**src/angle_cfg_regs.vh**
```
`ifndef ANGLE_CFG_REGS_VH
`define ANGLE_CFG_REGS_VH
// =====
// Register offsets
`define OFS_PWM_LINK      8'h1B
`define OFS_ANGLE_PROC    8'h1C
`define OFS_LOW_POWER     8'h1D
`define OFS_COMMON        8'h1E
`define OFS_STATUS        8'h30
`define OFS_TURNS         8'h31
`define OFS_ALIVE         8'h32
// =====
// Reset values
`define RST_WORD          24'h000000
// =====
// pwm_and_link_options fields
`define B_SPI_CRC_CHECK   0
`define B_SKIP_EXTRA_EDGE 1
`define B_TURNS_HYST_SEL  2
`define B_OFFSET_STAGE    7
`define B_CORR_SPAN       10
`define B_LINEARIZE_ON    11
`define B_PWM_FAULT_STYLE 12
`define B_PWM_FAULT_ON    13
`define B_PWM_HYST_ON     14
`define B_PWM_OUTPUT_ON   23
// angle_processing_options fields
`define F_TRIM            11:0
`define F_HYST            17:12
`define B_SPIN_SENSE      18
`define B_HALF_FLIP       19
`define F_AVG_EXP         23:20
// low_power_options fields
`define F_WAKE_DELTA      10:0
`define B_TURNS_FROM_PLL  11
`define B_AUTO_TRANSPORT  11
`define F_SLEEP_PERIOD    17:12
`define F_SEED_MODE       19:18
`define B_LOW_POWER_DIS   20
`define B_TRANSPORT_DIS   21
`define B_STEP_SIZE_SEL   23
// common_options fields
`define F_FIELD_LOW       5:0
`define F_FIELD_HIGH      11:6
`define B_HARD_RST_BLOCK  12
// =====
// Timing and scaling
`define CLK_PERIOD_NS     40
`define SLEEP_UNIT_NS     8192000
`define SLEEP_UNIT_CYC    (`SLEEP_UNIT_NS / `CLK_PERIOD_NS)
`define AVG_EXP_MAX       4'hC
`define HALF_TURN         12'h800
`define LOW_FIELD_SHIFT   4
`define HIGH_FIELD_SHIFT  5
`endif

```
**src/angle_output_config_bank.v**
```verilog
// Summary of operation
// - CRC check on incoming frames when enabled
// - Skip seventeenth serial clock edge when set
// - Turns path uses filtered angle when selected
// - Stage select places zero offset before/after
// - Linearize when enabled; span 22.5 or 45
// - PWM fault: tristate latch or halved carrier
// - PWM angle filtered when its bit set
// - PWM pin driven only when enabled
// - Subtract 12-bit trim from measured angle
// - Hysteresis threshold counts 14-bit angle steps
// - Spin sense reverses angle after linearization
// - Half-turn flip adds 180 degrees, last
// - Average 2^exp samples, exponent clamped 12
// - Wake delta gates low-power entry and exit
// - Turns source zero-cross or PLL when locked and not in low power
// - Auto transport on low power, pins low
// - Sleep period (N+1) units; alive counter rate
// - Power-up turns seed by two-bit mode
// - Disable bits suppress low power, transport
// - Turns step at 45 or 180 degrees
// - Field limits code*16, code*32; zero disables
// - Block serial hard reset when bit set
// - Signed scaled correction subtracted per segment
//
// Strobed register access was decided locally.
`include "angle_cfg_regs.vh"
module angle_output_config_bank #(
    parameter SLEEP_UNIT = `SLEEP_UNIT_CYC
) (
    input  wire        CLK_SYS,
    input  wire        RST_N,
    input  wire [7:0]  REG_ADDR,
    input  wire [23:0] REG_WDATA,
    input  wire        REG_WR,
    input  wire        REG_RD,
    output reg  [23:0] REG_RDATA,
    input  wire [11:0] ANGLE_IN,
    input  wire        ANGLE_VALID,
    input  wire [11:0] LIN_CORR,
    output reg  [11:0] ANGLE_OUT,
    output reg         ANGLE_OUT_VALID,
    output wire [11:0] PWM_ANGLE,
    input  wire        PWM_GEN,
    input  wire        FAULT_PRESENT,
    output wire        PWM_O,
    output wire        PWM_OE_N,
    output wire        PWM_HALF_FREQ,
    output wire        PWM_SHOW_FAULT,
    input  wire [11:0] ZERO_CROSS_ANGLE,
    input  wire [11:0] PLL_ANGLE,
    input  wire        PLL_LOCKED,
    output reg  [15:0] TURNS_COUNT,
    output reg  [11:0] TURNS_ANGLE_REG,
    input  wire        SERIAL_PINS_LOW,
    input  wire        TRANSPORT_CMD,
    output wire        LOW_POWER_STATE,
    output wire        TRANSPORT_STATE,
    output reg  [31:0] ALIVE_COUNT,
    input  wire [11:0] FIELD_GAUSS,
    output reg         FIELD_LOW,
    output reg         FIELD_HIGH,
    output wire        SPI_CRC_CHECK,
    output wire        SKIP_EXTRA_EDGE,
    input  wire        HARD_RESET_CMD,
    output wire        HARD_RESET_REQ
);
    // =====
    // Wrapped absolute difference of two 14-bit angles
    function [13:0] wrap_abs;
        input [13:0] a;
        input [13:0] b;
        reg   [13:0] d;
        begin
            d = a - b;
            wrap_abs = d[13] ? (14'h0000 - d) : d;
        end
    endfunction

    // =====
    // Configuration words
    reg  [23:0] pwm_link_q;      // pwm_and_link_options
    reg  [23:0] angle_proc_q;    // angle_processing_options
    reg  [23:0] low_power_q;     // low_power_options
    reg  [23:0] common_q;        // common_options
    reg         fault_tri_q;     // Latched PWM tristate on fault
    reg  [2:0]  mode_q;          // Power mode state
    reg  [15:0] turns_q;         // Turns counter
    reg  [2:0]  sector_q;        // Last turns sector
    reg         seeded_q;        // Power-up seed taken
    localparam [2:0] ST_RUN   = 3'b001;
    localparam [2:0] ST_SLEEP = 3'b010;
    localparam [2:0] ST_SHIP  = 3'b100;
    // Field aliases
    wire       stage_sel = pwm_link_q[`B_OFFSET_STAGE];
    wire       lin_on    = pwm_link_q[`B_LINEARIZE_ON];
    wire       span      = pwm_link_q[`B_CORR_SPAN];
    wire [11:0] trim     = angle_proc_q[`F_TRIM];
    wire [5:0]  hyst_thr = angle_proc_q[`F_HYST];
    wire [3:0]  exp_raw  = angle_proc_q[`F_AVG_EXP];
    wire [3:0]  avg_exp  = (exp_raw > `AVG_EXP_MAX) ?
                           `AVG_EXP_MAX : exp_raw;

    // =====
    // Register writes
    always @(posedge CLK_SYS or negedge RST_N) begin
        if (!RST_N) begin
            pwm_link_q   <= `RST_WORD;
            angle_proc_q <= `RST_WORD;
            low_power_q  <= `RST_WORD;
            common_q     <= `RST_WORD;
        end else if (REG_WR) begin
            case (REG_ADDR)
                `OFS_PWM_LINK:   pwm_link_q   <= REG_WDATA;
                `OFS_ANGLE_PROC: angle_proc_q <= REG_WDATA;
                `OFS_LOW_POWER:  low_power_q  <= REG_WDATA;
                `OFS_COMMON:     common_q     <= REG_WDATA;
                default: ;
            endcase
        end
    end

    // =====
    // Register reads, data one cycle after strobe
    always @(posedge CLK_SYS or negedge RST_N) begin
        if (!RST_N) begin
            REG_RDATA <= 24'h000000;
        end else begin
            case (REG_RD ? REG_ADDR : 8'h00)
                `OFS_PWM_LINK:   REG_RDATA <= pwm_link_q;
                `OFS_ANGLE_PROC: REG_RDATA <= angle_proc_q;
                `OFS_LOW_POWER:  REG_RDATA <= low_power_q;
                `OFS_COMMON:     REG_RDATA <= common_q;
                `OFS_STATUS:     REG_RDATA <= {17'h00000,
                    FIELD_HIGH, FIELD_LOW, fault_tri_q, mode_q,
                    seeded_q};
                `OFS_TURNS:      REG_RDATA <= {8'h00, turns_q};
                `OFS_ALIVE:      REG_RDATA <= ALIVE_COUNT[23:0];
                default:         REG_RDATA <= 24'h000000;
            endcase
        end
    end

    // =====
    // Angle path
    reg  [11:0] pre_off;     // Angle after early offset
    reg  [11:0] corr;        // Scaled correction
    reg  [11:0] lin;         // Linearized angle
    reg  [11:0] post_off;    // Angle after late offset
    reg  [11:0] spun;        // Angle after spin sense
    reg  [11:0] final_ang;   // Angle after flip
    always @* begin
        pre_off = stage_sel ? ANGLE_IN : ANGLE_IN - trim;
        // Correction full scale 22.5 or 45 degrees
        corr = span ? {{2{LIN_CORR[11]}}, LIN_CORR[11:2]}
                    : {{3{LIN_CORR[11]}}, LIN_CORR[11:3]};
        lin  = lin_on ? pre_off - corr : pre_off;
        post_off = stage_sel ? lin - trim : lin;
        spun = angle_proc_q[`B_SPIN_SENSE] ?
               12'h000 - post_off : post_off;
        final_ang = angle_proc_q[`B_HALF_FLIP] ?
                    spun + `HALF_TURN : spun;
    end
    reg  [11:0] proc_q;      // Processed angle
    reg         proc_vld_q;  // Processed sample strobe
    // Register processed angle
    always @(posedge CLK_SYS or negedge RST_N) begin
        if (!RST_N) begin
            proc_q     <= 12'h000;
            proc_vld_q <= 1'b0;
        end else begin
            proc_vld_q <= ANGLE_VALID;
            if (ANGLE_VALID)
                proc_q <= final_ang;
        end
    end

    // =====
    // Averaging of 2^n processed samples
    reg  [23:0] acc_q;       // Running sum
    reg  [12:0] cnt_q;       // Samples in sum
    wire [23:0] acc_d = acc_q + {12'h000, proc_q};
    wire [12:0] cnt_d = cnt_q + 13'h0001;
    wire [23:0] avg_v = acc_d >> avg_exp;
    always @(posedge CLK_SYS or negedge RST_N) begin
        if (!RST_N) begin
            acc_q           <= 24'h000000;
            cnt_q           <= 13'h0000;
            ANGLE_OUT       <= 12'h000;
            ANGLE_OUT_VALID <= 1'b0;
        end else begin
            ANGLE_OUT_VALID <= 1'b0;
            if (proc_vld_q) begin
                if (cnt_d == (13'h0001 << avg_exp)) begin
                    ANGLE_OUT       <= avg_v[11:0];
                    ANGLE_OUT_VALID <= 1'b1;
                    acc_q           <= 24'h000000;
                    cnt_q           <= 13'h0000;
                end else begin
                    acc_q <= acc_d;
                    cnt_q <= cnt_d;
                end
            end
        end
    end

    // =====
    // Hysteresis filter in 14-bit angle steps
    reg  [13:0] hyst_q;
    wire [13:0] ang14 = {proc_q, 2'b00};
    wire [11:0] hyst_ang = hyst_q[13:2];
    always @(posedge CLK_SYS or negedge RST_N) begin
        if (!RST_N)
            hyst_q <= 14'h0000;
        else if (proc_vld_q &&
                 wrap_abs(ang14, hyst_q) > {8'h00, hyst_thr})
            hyst_q <= ang14;
    end

    // =====
    // PWM pin control
    wire fault_on = pwm_link_q[`B_PWM_FAULT_ON];
    wire style    = pwm_link_q[`B_PWM_FAULT_STYLE];
    wire fault_ev = fault_on & FAULT_PRESENT;
    // Tristate latch, set wins over clear
    always @(posedge CLK_SYS or negedge RST_N) begin
        if (!RST_N)
            fault_tri_q <= 1'b0;
        else if (fault_ev && !style)
            fault_tri_q <= 1'b1;
        else if (!fault_on)
            fault_tri_q <= 1'b0;
    end
    assign PWM_ANGLE = pwm_link_q[`B_PWM_HYST_ON] ?
                       hyst_ang : proc_q;
    assign PWM_HALF_FREQ  = fault_ev & style;
    assign PWM_SHOW_FAULT = fault_ev & style;
    assign PWM_O    = PWM_GEN;
    assign PWM_OE_N = ~(pwm_link_q[`B_PWM_OUTPUT_ON] &
                        ~fault_tri_q);

    // =====
    // Turns counter
    wire lp_now = mode_q != ST_RUN;
    wire use_pll = low_power_q[`B_TURNS_FROM_PLL] &
                   ~lp_now & PLL_LOCKED;
    wire [11:0] base_ang = use_pll ? PLL_ANGLE : ZERO_CROSS_ANGLE;
    wire [11:0] turn_src = pwm_link_q[`B_TURNS_HYST_SEL] ?
                           hyst_ang : base_ang;
    wire step45 = low_power_q[`B_STEP_SIZE_SEL];
    wire [2:0] sector = step45 ? turn_src[11:9]
                               : {2'b00, turn_src[11]};
    wire [2:0] smask = step45 ? 3'h7 : 3'h1;
    wire [2:0] sdiff = (sector - sector_q) & smask;
    wire [1:0] seed  = low_power_q[`F_SEED_MODE];
    always @(posedge CLK_SYS or negedge RST_N) begin
        if (!RST_N) begin
            turns_q         <= 16'h0000;
            sector_q        <= 3'h0;
            seeded_q        <= 1'b0;
            TURNS_ANGLE_REG <= 12'h000;
        end else if (proc_vld_q) begin
            TURNS_ANGLE_REG <= turn_src;
            sector_q        <= sector;
            if (!seeded_q) begin
                // First settled sample after power-up
                seeded_q <= 1'b1;
                if (seed == 2'b10)
                    turns_q <= {13'h0000, sector};
                else
                    turns_q <= 16'h0000;
            end else if (sdiff == 3'h1) begin
                turns_q <= turns_q + 16'h0001;
            end else if (sdiff == smask) begin
                turns_q <= turns_q - 16'h0001;
            end
        end
    end

    // Counter straight from its register
    always @* TURNS_COUNT = turns_q;
    // =====
    // Sleep period timer and alive counter
    reg  [31:0] unit_q;      // Cycles within one unit
    reg  [5:0]  per_q;       // Units within one period
    wire unit_end = unit_q == SLEEP_UNIT - 1;
    wire per_tick = unit_end &&
                    per_q == low_power_q[`F_SLEEP_PERIOD];
    always @(posedge CLK_SYS or negedge RST_N) begin
        if (!RST_N) begin
            unit_q      <= 32'h00000000;
            per_q       <= 6'h00;
            ALIVE_COUNT <= 32'h00000000;
        end else begin
            unit_q <= unit_end ? 32'h00000000 : unit_q + 32'h1;
            if (per_tick) begin
                per_q       <= 6'h00;
                ALIVE_COUNT <= ALIVE_COUNT + 32'h1;
            end else if (unit_end) begin
                per_q <= per_q + 6'h01;
            end
        end
    end

    // =====
    // Power mode machine
    reg  [11:0] ref_q;       // Angle at last period tick
    wire [13:0] dlt = wrap_abs({proc_q, 2'b00}, {ref_q, 2'b00});
    wire [10:0] wake = low_power_q[`F_WAKE_DELTA];
    wire lp_dis = low_power_q[`B_LOW_POWER_DIS];
    wire tp_dis = low_power_q[`B_TRANSPORT_DIS];
    wire go_ship = ~tp_dis & (TRANSPORT_CMD |
        (low_power_q[`B_AUTO_TRANSPORT] & SERIAL_PINS_LOW));
    always @(posedge CLK_SYS or negedge RST_N) begin
        if (!RST_N) begin
            mode_q <= ST_RUN;
            ref_q  <= 12'h000;
        end else begin
            if (per_tick)
                ref_q <= proc_q;
            case (mode_q)
                ST_RUN: begin
                    // Quiet over a period: enter low power
                    if (per_tick && !lp_dis &&
                        dlt[13:2] <= {1'b0, wake})
                        mode_q <= ST_SLEEP;
                end
                ST_SLEEP: begin
                    if (lp_dis)
                        mode_q <= ST_RUN;
                    else if (per_tick &&
                             dlt[13:2] >= {1'b0, wake})
                        mode_q <= ST_RUN;
                    else if (go_ship)
                        mode_q <= ST_SHIP;
                end
                ST_SHIP: begin
                    if (tp_dis || lp_dis)
                        mode_q <= ST_RUN;
                end
                default: mode_q <= ST_RUN;
            endcase
        end
    end
    assign LOW_POWER_STATE = mode_q == ST_SLEEP;
    assign TRANSPORT_STATE = mode_q == ST_SHIP;

    // =====
    // Field limit comparators
    wire [5:0]  lo_code = common_q[`F_FIELD_LOW];
    wire [5:0]  hi_code = common_q[`F_FIELD_HIGH];
    wire [11:0] lo_lim  = {6'h00, lo_code} << `LOW_FIELD_SHIFT;
    wire [11:0] hi_lim  = {6'h00, hi_code} << `HIGH_FIELD_SHIFT;
    always @(posedge CLK_SYS or negedge RST_N) begin
        if (!RST_N) begin
            FIELD_LOW  <= 1'b0;
            FIELD_HIGH <= 1'b0;
        end else begin
            FIELD_LOW  <= (lo_code != 6'h00) &&
                          (FIELD_GAUSS < lo_lim);
            FIELD_HIGH <= (hi_code != 6'h00) &&
                          (FIELD_GAUSS > hi_lim);
        end
    end
    // =====
    // Serial link options
    assign SPI_CRC_CHECK   = pwm_link_q[`B_SPI_CRC_CHECK];
    assign SKIP_EXTRA_EDGE = pwm_link_q[`B_SKIP_EXTRA_EDGE];
    assign HARD_RESET_REQ  = HARD_RESET_CMD &
                             ~common_q[`B_HARD_RST_BLOCK];
endmodule

```
**config.mk**
```make
export PLATFORM = sky130hd
export DESIGN_NAME = angle_output_config_bank
export DESIGN_NICKNAME = d
export VERILOG_FILES = /design/src/angle_output_config_bank.v
export VERILOG_INCLUDE_DIRS = /design/src /design/src/src
export SDC_FILE = /design/constraint.sdc
export NUM_CORES = 1
export LEC_CHECK = 0
export BUFFER_PORTS_ARGS = -buffer_cell sky130_fd_sc_hd__buf_2
export CORE_MARGIN = 2
export CORE_UTILIZATION = 52
export DETAILED_ROUTE_END_ITERATION = 8
export PLACE_DENSITY = 0.79
export SKIP_LAST_GASP = 1
export SLEW_MARGIN = 0
export SYNTH_ARGS = -nofsm -noshare
export SYNTH_HDL_FRONTEND = slang
export SYNTH_SLANG_ARGS = --single-unit
export TNS_END_PERCENT = 50
```
**constraint.sdc**
```tcl
create_clock -name CLK_SYS -period 7.5 [get_ports CLK_SYS]
set_input_delay 1.125 -clock CLK_SYS [delete_from_list [all_inputs] [get_ports CLK_SYS]]
set_output_delay 1.125 -clock CLK_SYS [all_outputs]
set_load 0.05 [all_outputs]
```
; Word level (Yosys, flattened, before mapping)
; Cells that the tools add are included.
[word_totals]
ff_bits = 315
latchBits = 0
ram_bits = 0
romBits = 0
input_bits = 103
wordCells = 146
mem_count = 0
[op_classes]
addsub = 17
mul = 0
div = 0
order_cmp = 6
n_eq_ne = 26
shift = 2
mux = 35
bitwise = 15
reduce_logical = 21
[op_table]
columns = cell, n
row1 = 24-bit case mux with 7 select lines, 1
row2 = 12-bit two-way mux, 8
row3 = 32-bit by 1-bit adder with 32-bit output (second input constant), 2
row4 = 8-bit by 5-bit equality test with 1-bit output (second input constant), 8
row5 = 16-bit two-way mux, 3
row6 = 12-bit subtractor, 3
row7 = 32-bit by 18-bit equality test with 1-bit output (second input constant), 1
row8 = 32-bit two-way mux, 1
row9 = 14-bit two-way mux, 2
row10 = 1-bit by 14-bit subtractor with 14-bit output (first input constant), 2
row11 = 14-bit subtractor, 2
row12 = 24-bit by 12-bit adder with 24-bit output, 1
row13 = 8-bit by 6-bit equality test with 1-bit output (second input constant), 3
row14 = 24-bit two-way mux, 1
row15 = 3-bit two-way mux, 8
row16 = 24-bit by 4-bit right shift with 12-bit output, 1
row17 = 16-bit by 1-bit adder with 16-bit output (second input constant), 1
row18 = 16-bit by 1-bit subtractor with 16-bit output (second input constant), 1
row19 = 14-bit by 6-bit > comparator with 1-bit output, 1
row20 = 13-bit by 1-bit adder with 13-bit output (second input constant), 1
row21 = 13-bit equality test, 1
row22 = 13-bit two-way mux, 1
row23 = 1-bit by 4-bit left shift with 13-bit output (first input constant), 1
row24 = 12-bit adder (second input constant), 1
row25 = 35 further kinds, 67

; Longest topological paths before layout
; Gate-level depths: netlist of run 1.
[logic_depth]
depth_word = 13
depth_mapped = 28

; Worst setup path before layout of run 1
; Ideal clock, no wire load.
[synth_timing]
path_type = in2reg
start = in ANGLE_IN[0]
end = reg proc_q[11]
setup_ns = 0.125
arrival_ns = 5.872
required_time_ns = 7.375
setup_slack_ns = 1.503
cell_stages = 27
path_buffers = 0
cell_sequence = inv_1 -> ha_1 -> inv_1 -> fa_1 -> a211oi_1 -> o21ai_0 -> a21oi_1 -> xor2_1 -> o21ai_0 -> ha_1 -> nor2_1 -> and2_1 -> a31oi_1 -> o21ai_1 -> xnor2_1 -> and3_1 -> or2_2 -> ha_1 -> or3_1 -> o21ai_0 -> xor2_1 -> nor2_1 -> a21oi_1 -> nand4b_4 -> o41ai_2 -> xnor2_1 -> mux2_4
[synth_between]
elab_chain_cells = 10
[synth_rtl]
columns = item, line_no
row1 = start: declaration, angle_output_config_bank.v:38  ; input wire [11:0] ANGLE_IN,
row2 = 12-bit subtractor, angle_output_config_bank.v:153  ; pre_off = stage_sel ? ANGLE_IN : ANGLE_IN - trim;
row3 = 12-bit two-way mux *, angle_output_config_bank.v:153
row4 = 12-bit subtractor, angle_output_config_bank.v:157  ; lin = lin_on ? pre_off - corr : pre_off;
row5 = 12-bit two-way mux *, angle_output_config_bank.v:157
row6 = 12-bit subtractor, angle_output_config_bank.v:158  ; post_off = stage_sel ? lin - trim : lin;
row7 = 12-bit two-way mux *, angle_output_config_bank.v:158
row8 = 1-bit by 12-bit subtractor with 12-bit output, angle_output_config_bank.v:160  ; 12'h000 - post_off : post_off;
row9 = 12-bit two-way mux *, angle_output_config_bank.v:159  ; spun = angle_proc_q[`B_SPIN_SENSE] ?
row10 = 12-bit adder (no line), --
row11 = 12-bit two-way mux *, angle_output_config_bank.v:161  ; final_ang = angle_proc_q[`B_HALF_FLIP] ?
row12 = end signal: assignment, angle_output_config_bank.v:174  ; proc_q <= final_ang;
row13 = end: declaration, angle_output_config_bank.v:164  ; reg [11:0] proc_q;
; Every way passes the cells marked *; elsewhere a longest branch is shown, timed or not.
; A chain may end at the register's enable or synchronous reset.

; Worst setup path after layout of run 1
[layout_timing]
start = reg mode_q[0]
end = reg turns_q[14] (netlist: TURNS_COUNT[14])
[layout_between]
elab_chain_cells = 12
elab_cells_between_ends = 15
cone_classes = add/sub: 1 / eq/ne: 4 / mux: 5 / bitwise: 4 / reduce/logical: 1
[layout_rtl]
columns = item, line_no
row1 = start: declaration, angle_output_config_bank.v:87  ; reg [2:0] mode_q;
row2 = start signal: assignment, angle_output_config_bank.v:316  ; mode_q <= ST_RUN;
row3 = start signal: assignment, angle_output_config_bank.v:326  ; mode_q <= ST_SLEEP;
row4 = start signal: assignment, angle_output_config_bank.v:330  ; mode_q <= ST_RUN;
row5 = 3-bit by 1-bit != test with 1-bit output *, angle_output_config_bank.v:244  ; wire lp_now = mode_q != ST_RUN;
row6 = 1-bit NOT *, angle_output_config_bank.v:246  ; ~lp_now & PLL_LOCKED;
row7 = 1-bit AND * (2 in a row), angle_output_config_bank.v:245  ; wire use_pll = low_power_q[`B_TURNS_FROM_PLL] &
row8 = 12-bit two-way mux *, angle_output_config_bank.v:247  ; wire [11:0] base_ang = use_pll ? PLL_ANGLE : ZERO_CROSS_ANGLE;
row9 = 12-bit two-way mux *, angle_output_config_bank.v:248  ; wire [11:0] turn_src = pwm_link_q[`B_TURNS_HYST_SEL] ?
row10 = 3-bit two-way mux *, angle_output_config_bank.v:251  ; wire [2:0] sector = step45 ? turn_src[11:9]
row11 = 3-bit subtractor *, angle_output_config_bank.v:254  ; wire [2:0] sdiff = (sector - sector_q) & smask;
row12 = 3-bit AND *, angle_output_config_bank.v:254
row13 = 3-bit by 1-bit equality test with 1-bit output / 3-bit equality test (equally long branches), "angle_output_config_bank.v:272, angle_output_config_bank.v:274"
row14 = 3-bit by 1-bit != test with 1-bit output (no line) / 16-bit two-way mux (equally long branches), --
row15 = 2-bit AND reduction (no line) / 16-bit two-way mux (equally long branches), --
row16 = end signal: assignment, angle_output_config_bank.v:269  ; turns_q <= {13'h0000, sector};
row17 = end signal: assignment, angle_output_config_bank.v:273  ; turns_q <= turns_q + 16'h0001;
row18 = end signal: assignment, angle_output_config_bank.v:275  ; turns_q <= turns_q - 16'h0001;
row19 = end: declaration, angle_output_config_bank.v:88  ; reg [15:0] turns_q;
; Marks and branches as above.

==> summary.md, run 1 <==
| Metric | Value |
|---|---|
| Top-level I/O count | `223` |
| Number of sinks driven by the clock tree | `315` |
| Ratio of cells with drive above 1 in the final layout | `0.186` |
| Final critical delay including setup and external delays | `6.39 ns` |
| First-pass GRT wire length | `slightly above 90000 µm` |
| Root buf cell | `sky130_fd_sc_hd__clkbuf_16` |
| Setup repair after global routing missed its margin | `no` |
| Total negative setup slack | `0 ns` |
| Pre-CTS setup slack | `around 0.71 ns` |
| Number of non-filler instances in the completed layout | `2994` |
| Number of cells on the worst reg-to-reg path | `26` |
| Num CTS Buffers | `37` |
| Floorplan die height | `roughly 200 µm` |
| Filler cell count | `3364` |
| Most area-hungry cell type in the Yosys netlist | `sky130_fd_sc_hd__dfrtp_1` |
| Aggregate global routing overflow | `0` |
| Worst-case headroom to the max-slew limit | `0.110` |
| Hold Vio Cnt, Final | `0` |
| Maximum fanout along the worst path | `16` |
| Highest-count cells in the layout ignoring fill and taps | `314 x sky130_fd_sc_hd__dfrtp_1, 267 x sky130_fd_sc_hd__nand2_1, 217 x sky130_fd_sc_hd__buf_2, 182 x sky130_fd_sc_hd__o21ai_0, 124 x sky130_fd_sc_hd__nor2_1` |
| Leakage | `11.1 nW` |
| Fin crit share | `0.851` |
| Half-perimeter wire length after placement | `42600 µm` |
| Critical path endpoint | `TURNS_COUNT[14]` |
| Finished Core Util | `0.599` |
| Critical Path Start Type | `register` |
| Via count of the first global-routing pass | `17.9k` |
| Post-synth cell types | `87` |
| Quantity of I/O buffers inserted on ports | `218` |
| Type of the worst setup path | `register to register` |
| WL per Instance | `between 15 and 20 µm` |
| Width of the die | `205 µm` |
| Largest net degree at the start of global routing | `about 140` |
| WP data arrival | `6.86 ns` |
| Clk slew on worst S/H paths | `0.06 ns` |
| Average via count per standard cell | `6.13` |
| Register-to-register setup slack | `1.11 ns` |
| Combined global-route utilization of all metal layers | `0.279` |
| Req. time, crit path | `7.97 ns` |
| Count of routing violations after the opening detailed-route iteration | `around 1.8k` |
| Reg2Reg Capture Point | `TURNS_COUNT[14]` |
| Area share of the largest cell type after synthesis | `0.375` |
| Total instance count after detailed placement | `around 2.9k` |
| Initial standard-cell utilization of the core | `0.528` |
| Count of mapped cells out of synthesis | `2275` |
| Hold buffers post-CTS | `0` |
| Nets in the synthesized netlist | `2500` |
| Synthesis-to-layout area growth | `13.4%` |
| Most common library cell in the layout ignoring fill and taps | `sky130_fd_sc_hd__dfrtp_1` |
| Number of synthesized flops with an enable pin | `0` |
| Setup Fix Bufs, Post-CTS | `0` |
| Clock skew after layout | `~0.026 ns` |
| PnR worst setup slack | `1.11 ns` |
| Final weighted congestion of routability-driven global placement | `0.927` |
| Crit path capture type | `register` |
| Number of antenna repair diodes | `0` |
| Fraction of registers with async set/reset | `1.00` |
| Worst setup path startpoint | `mode_q[0]` |
| Die area | `42000 µm²` |
| Count of final max-slew check failures | `0` |
| Sequential-to-total area share from yosys stat | `0.376` |
| Core Box Area | `about 40000 µm²` |
| Synth Cell Area | `21000 µm²` |
| Maximum root-to-sink buffer count | `3` |
| FP Rows | `73` |
| Cell Pwr Density | `330 nW/µm²` |
| Critical R2R Launch | `mode_q[0]` |
| Number of setup violations in the final report | `0` |
| TritonCTS clock tree | `done` |
| Outcome | `finished, final reports clean` |
| Post-route DRC violation count | `0` |
| Transition at the pin with the smallest max-transition slack | `between 1 and 1.5 ns` |
| Clock insertion delay at the later pin of the skew report | `about 0.57 ns` |
| Average footprint of a synthesized cell | `approximately 9.2 µm²` |
| Most used flip-flop cell after synthesis | `sky130_fd_sc_hd__dfrtp_1` |
| Detailed-router iteration count before antenna repair | `7` |
| H-tree levels | `2` |
| Flip-flop and latch count after synthesis | `315` |
| Initial antenna violation count | `5` |
| Number of vias after detailed routing | `18.3k` |
| Maximum clock frequency | `157 MHz` |
| Max-capacitance violation count | `0` |
| Final wirelength | `~59000 µm` |
| Number of nets in the final layout | `2667` |
| VDD IR max | `0.000192 V` |
| Post-detailed-route count of antenna-violating nets | `0` |
| Path type of the worst min-delay path | `register to register` |
| Yosys synthesis warning count | `0` |
| Post-cts resize count | `0` |
| Ranking of synthesized cells by area | `sky130_fd_sc_hd__dfrtp_1 37%, sky130_fd_sc_hd__ha_1 6.8%, sky130_fd_sc_hd__mux2_2 6.6%, sky130_fd_sc_hd__xnor2_1 5.0%, sky130_fd_sc_hd__nand2_1 4.8%` |
-- registers in the layout, summed over array words and instances, names as in the netlist, 24 cells and up --
| name | cells |
|---|---|
| common_q | 24 |
| pwm_link_q | 24 |
| unit_q | 32 |
| angle_proc_q | 24 |
| ALIVE_COUNT | 32 |
| acc_q | 24 |
| low_power_q | 24 |
| REG_RDATA | 24 |
-- power breakdown --
part / leakage, nW / internal [W] / switching, W / total [W]
clock network: 0.636 / 0.00119 / 0.000751 / 0.00194
registers: 4.09 / 0.00191 / 0.000279 / 0.00219
logic: 6.33 / 0.00143 / 0.00230 / 0.00373
total: 11.1 / 0.00453 / 0.00333 / 0.00785
-- Yosys cell counts, drive strengths merged (33+ instances only) --
cell type  number
nand2b         33
clkbuf         90
nor2          125
and3           39
dfrtp         314
nor3           36
xor2           56
a21oi          94
mux2          133
mux2i          57
o21ai         188
xnor2         120
nand2         267
o31ai          34
inv           113
ha            114
nand3          64
-- critical path: stages (launching register included) --
cell	delay [ns]
sky130_fd_sc_hd__dfstp_2	0.57
sky130_fd_sc_hd__nand2b_1	0.11
sky130_fd_sc_hd__nor2_1	0.13
sky130_fd_sc_hd__and3_1	0.51
sky130_fd_sc_hd__mux2i_1	0.26
sky130_fd_sc_hd__o21ai_0	0.30
sky130_fd_sc_hd__mux2i_1	0.36
sky130_fd_sc_hd__ha_1	0.20
sky130_fd_sc_hd__inv_1	0.05
sky130_fd_sc_hd__fa_1	0.37
sky130_fd_sc_hd__xnor2_1	0.22
sky130_fd_sc_hd__xnor2_1	0.19
sky130_fd_sc_hd__nand2b_1	0.11
sky130_fd_sc_hd__a21o_1	0.42
sky130_fd_sc_hd__fa_1	0.50
sky130_fd_sc_hd__a21o_1	0.18
sky130_fd_sc_hd__a21o_1	0.19
sky130_fd_sc_hd__a21o_1	0.18
sky130_fd_sc_hd__a21o_1	0.19
sky130_fd_sc_hd__a21oi_1	0.18
sky130_fd_sc_hd__o21ai_0	0.14
sky130_fd_sc_hd__o21ai_0	0.18
sky130_fd_sc_hd__nand2b_1	0.07
sky130_fd_sc_hd__a21oi_1	0.22
sky130_fd_sc_hd__o21ai_0	0.15
sky130_fd_sc_hd__xnor2_1	0.14
sky130_fd_sc_hd__o31ai_1	0.19
-- layer usage --
layer | routed length (µm) | share of wire | global-route usage
met3 | 5150 | 0.088 | 0.0692
met2 | 26700 | 0.46 | 0.444
met4 | 1700 | 0.029 | 0.0945
met1 | 24900 | 0.43 | 0.371
met5 | 21 | 0.00036 | 0
-- how the worst min path moves through the flow --
stage	to	cells after the start	start	slack, ns
2_1_floorplan	unit_q[31]	1	unit_q[31]	0.45
3_3_place_gp	ALIVE_COUNT[31]	1	ALIVE_COUNT[31]	0.45
3_5_place_dp	ALIVE_COUNT[31]	1	ALIVE_COUNT[31]	0.46
4_1_cts	ALIVE_COUNT[31]	1	ALIVE_COUNT[31]	0.46
5_1_grt	ALIVE_COUNT[31]	1	ALIVE_COUNT[31]	0.48
6_report	ALIVE_COUNT[31]	1	ALIVE_COUNT[31]	0.46
-- area by class of cell --
class / instances / area [µm²] / share of cell area
Multi-Input combinational cell: 1734 / 12200 / 0.515
Sequential cell: 315 / 7880 / 0.331
Timing Repair Buffer: 238 / 1260 / 0.0531
Clock buffer: 50 / 1040 / 0.0436
Tap cell: 525 / 657 / 0.0276
Inverter: 116 / 435 / 0.0183
Clock inverter: 16 / 267 / 0.0112
-- kinds of logic (layout without fill, tap and decap cells) --
kind of cell               count (synthesis)  after routing  share of synthesized area
xor gates and xnor gates                 176            176                     0.0739
DFF                                      315            315                      0.376
adders and majority gates                122            122                     0.0756
AOI/OAI and AO/OA                        559            559                      0.175
muxes                                    191            191                      0.100
buffers and inverters                    226            420                     0.0420
and+or+nand+nor                          686            686                      0.157
-- per-stage QoR --
stage                     area, µm²  power, W  hold slack (ns)
after floorplan               21000   0.00500            0.446
after global placement        22500   0.00574            0.452
after detailed placement      22500   0.00587            0.457
after CTS                     23800   0.00783            0.464
after global routing          23800   0.00837            0.479
final                         23800   0.00785            0.465
Note: power is estimated with default switching activity, not from simulation.
==> inputs of run 2 (changes only) <==
--- a/config.mk
+++ b/config.mk
@@ -10,7 +10,9 @@
 export CORE_MARGIN = 2
 export CORE_UTILIZATION = 52
 export DETAILED_ROUTE_END_ITERATION = 8
+export HOLD_SLACK_MARGIN = 0.03
 export PLACE_DENSITY = 0.79
+export RECOVER_POWER = 50
 export SKIP_LAST_GASP = 1
 export SLEW_MARGIN = 0
 export SYNTH_ARGS = -nofsm -noshare
==> run 2 against run 1 <==
  * The flow now finishes with violations (capacitance limit, slew limit)
  * Clock skew shrank 0.00070 ns
  * Clock-buffer cell count is the same
  * Sequential cell count is the same
  * Die area is the same
  * Combinational power is essentially flat
  * Register-to-register slack is essentially flat
  * Design area shrank 0.35%
  * Critical path depth is the same
  * Sequential power is essentially flat
  * Wire length grew 0.17%
  * Critical path type unchanged
  * Largest cell class unchanged
==> summary.md, run 2 (synthesis gave the netlist of run 1 again) <==
| Metric | Value |
|---|---|
| Outcome | `finished, violations left` |
| Violated checks | `capacitance limit, slew limit` |
| Cell area after layout | `23700 µm² (-0.35%)` |
| Critical Path Start Type | `register` |
| Cell Pwr Density | `331 nW/µm² (+0.17%)` |
| Maximum fanout along the worst path | `16 (unchanged)` |
| Core Box Area | `39700 µm² (unchanged)` |
| Count of routing violations after the opening detailed-route iteration | `1740 (-1.5%)` |
| Leakage | `10.9 nW (-1.7%)` |
| Synthesis-to-layout area growth | `13.0%` |
| Crit path capture type | `register` |
| Cell Area, Placed | `22500 µm² (unchanged)` |
| Final weighted congestion of routability-driven global placement | `0.927 (unchanged)` |
| Maximum clock frequency | `157 MHz (about the same)` |
| Leading registers by flop count | `ALIVE_COUNT x32, unit_q x32` |
| Floorplan die height | `205 µm (unchanged)` |
| Quantity of I/O buffers inserted on ports | `218 (unchanged)` |
| Post-cts resize count | `0 (unchanged)` |
| Pre-CTS setup slack | `0.713 ns (unchanged)` |
| Path type of the worst min-delay path | `register to register` |
| Clk slew on worst S/H paths | `0.06 ns (about the same)` |
| Max-capacitance violation count | `4 (+4)` |
| Die area | `42000 µm² (unchanged)` |
| First-pass GRT wire length | `93100 µm (unchanged)` |
| Width of the die | `205 µm (unchanged)` |
| Clock skew after layout | `0.0249 ns (-0.000698 ns)` |
| Fin crit share | `0.851 (about the same)` |
| Average via count per standard cell | `6.12 (about the same)` |
| Root buf cell | `sky130_fd_sc_hd__clkbuf_16` |
| Type of the worst setup path | `register to register` |
| H-tree levels | `2 (unchanged)` |
| Setup repair after global routing missed its margin | `no` |
| VDD IR max | `0.000192 V (about the same)` |
| Req. time, crit path | `7.96 ns (about the same)` |
| CP peak stage delay | `0.57 ns (about the same)` |
| Final wirelength | `58600 µm (+0.17%)` |
| Setup Fix Bufs, Post-CTS | `0 (unchanged)` |
| Clock insertion delay at the later pin of the skew report | `0.56 ns (about the same)` |
| Count of final max-slew check failures | `182 (+182)` |
| Via count of the first global-routing pass | `17.9k (unchanged)` |
| Largest net degree at the start of global routing | `144 (unchanged)` |
| Hold Vio Cnt, Final | `0 (unchanged)` |
| Transition at the pin with the smallest max-transition slack | `5.67 ns (+4.33 ns)` |
| FP Rows | `73 (unchanged)` |
| Ratio of cells with drive above 1 in the final layout | `0.164 (-0.0215)` |
| TritonCTS clock tree | `done` |
| Half-perimeter wire length after placement | `42600 µm (unchanged)` |
| Total negative setup slack | `0 ns (unchanged)` |
| WP data arrival | `6.84 ns (-0.02 ns)` |
| Dominant cell type by count on the critical path | `sky130_fd_sc_hd__a21o_1` |
| Post-detailed-route count of antenna-violating nets | `0 (unchanged)` |
| Top-level I/O count | `223 (unchanged)` |
| Aggregate global routing overflow | `0 (unchanged)` |
| Initial antenna violation count | `5 (unchanged)` |
| Worst-case headroom to the max-slew limit | `-2.78 (-2.89)` |
| Detailed-router iteration count before antenna repair | `5 (-2)` |
| Initial standard-cell utilization of the core | `0.528 (unchanged)` |
| Filler cell count | `3407 (+1.3%)` |
| Highest-count cells in the layout ignoring fill and taps | `314 x sky130_fd_sc_hd__dfrtp_1, 267 x sky130_fd_sc_hd__nand2_1, 182 x sky130_fd_sc_hd__o21ai_0, 168 x sky130_fd_sc_hd__buf_2, 124 x sky130_fd_sc_hd__nor2_1` |
| Combined global-route utilization of all metal layers | `0.279 (unchanged)` |
| Number of nets in the final layout | `2667 (unchanged)` |
| Post-route DRC violation count | `0 (unchanged)` |
| Top Family by Delay on Critical Path | `compound AO/OA/AOI/OAI gates` |
| Number of sinks driven by the clock tree | `315 (unchanged)` |
| WL per Instance | `19.6 µm (+0.13%)` |
| Num CTS Buffers | `37 (unchanged)` |
| Cell with the largest stage delay on the worst path | `sky130_fd_sc_hd__dfstp_2` |
| Buffers & Inverters on Critical Path | `1 (unchanged)` |
| Hold buffers post-CTS | `0 (unchanged)` |
| Number of vias after detailed routing | `18.3k (-0.038%)` |
| Most common library cell in the layout ignoring fill and taps | `sky130_fd_sc_hd__dfrtp_1` |
| Final critical delay including setup and external delays | `6.38 ns (-0.00563 ns)` |
| Number of setup violations in the final report | `0 (unchanged)` |
| Hold WS | `0.469 ns (+0.00430 ns)` |
| Finished Core Util | `0.597 (-0.00208)` |
| PnR worst setup slack | `1.12 ns (+0.00563 ns)` |
| Maximum root-to-sink buffer count | `3 (unchanged)` |
==> run 2: layer usage <==
layer	part of all wire	wire length, µm	GRT usage	vias to the layer above
met5	0.00036	21	0	-
met2	0.46	26900	0.444	803
met1	0.42	24600	0.371	8914
met3	0.093	5480	0.0692	122
met4	0.028	1660	0.0945	4
li1	-	-	-	8490
==> run 2: final cells by class <==
| cell class | count | area (µm²) | area share |
|---|---|---|---|
| multi-input combinational | 1734 | 12200 | 0.516 |
| sequential | 315 | 7880 | 0.333 |
| timing repair buffer | 238 | 1180 | 0.0499 |
| clock buffer | 50 | 1040 | 0.0437 |
| tap | 525 | 657 | 0.0277 |
| inverter | 116 | 435 | 0.0184 |
| clock inverter | 16 | 267 | 0.0112 |
| antenna | 1 | 2.50 | 0.000106 |
==> run 2: stage by stage <==
| stage | instances | power, W |
|---|---|---|
| after detailed placement | 2928 | 0.00587 |
| after CTS | 2994 | 0.00783 |
| after global placement | 2928 | 0.00574 |
| after global routing | 2994 | 0.00836 |
| after floorplan | 2275 | 0.00500 |
| final | 2995 | 0.00784 |
==> run 2: report_power, final <==
| group | switching [W] | internal [W] | total, W | leakage, nW |
|---|---|---|---|---|
| clock network | 0.000747 | 0.00119 | 0.00193 | 0.636 |
| registers | 0.000279 | 0.00191 | 0.00219 | 4.09 |
| logic | 0.00230 | 0.00142 | 0.00372 | 6.14 |
| total | 0.00333 | 0.00451 | 0.00784 | 10.9 |
==> run 2: final timing paths <==
check,from,to,slack (ns),cells past startpoint
max,mode_q[0],TURNS_COUNT[14],1.12,26
min,ALIVE_COUNT[31],ALIVE_COUNT[31],0.47,1
max reg2reg,mode_q[0],TURNS_COUNT[14],1.12,26
min reg2reg,ALIVE_COUNT[31],ALIVE_COUNT[31],0.47,1
max in group asynchronous,RST_N,ALIVE_COUNT[8],1.67,1
min in group asynchronous,RST_N,proc_q[11],2.60,1
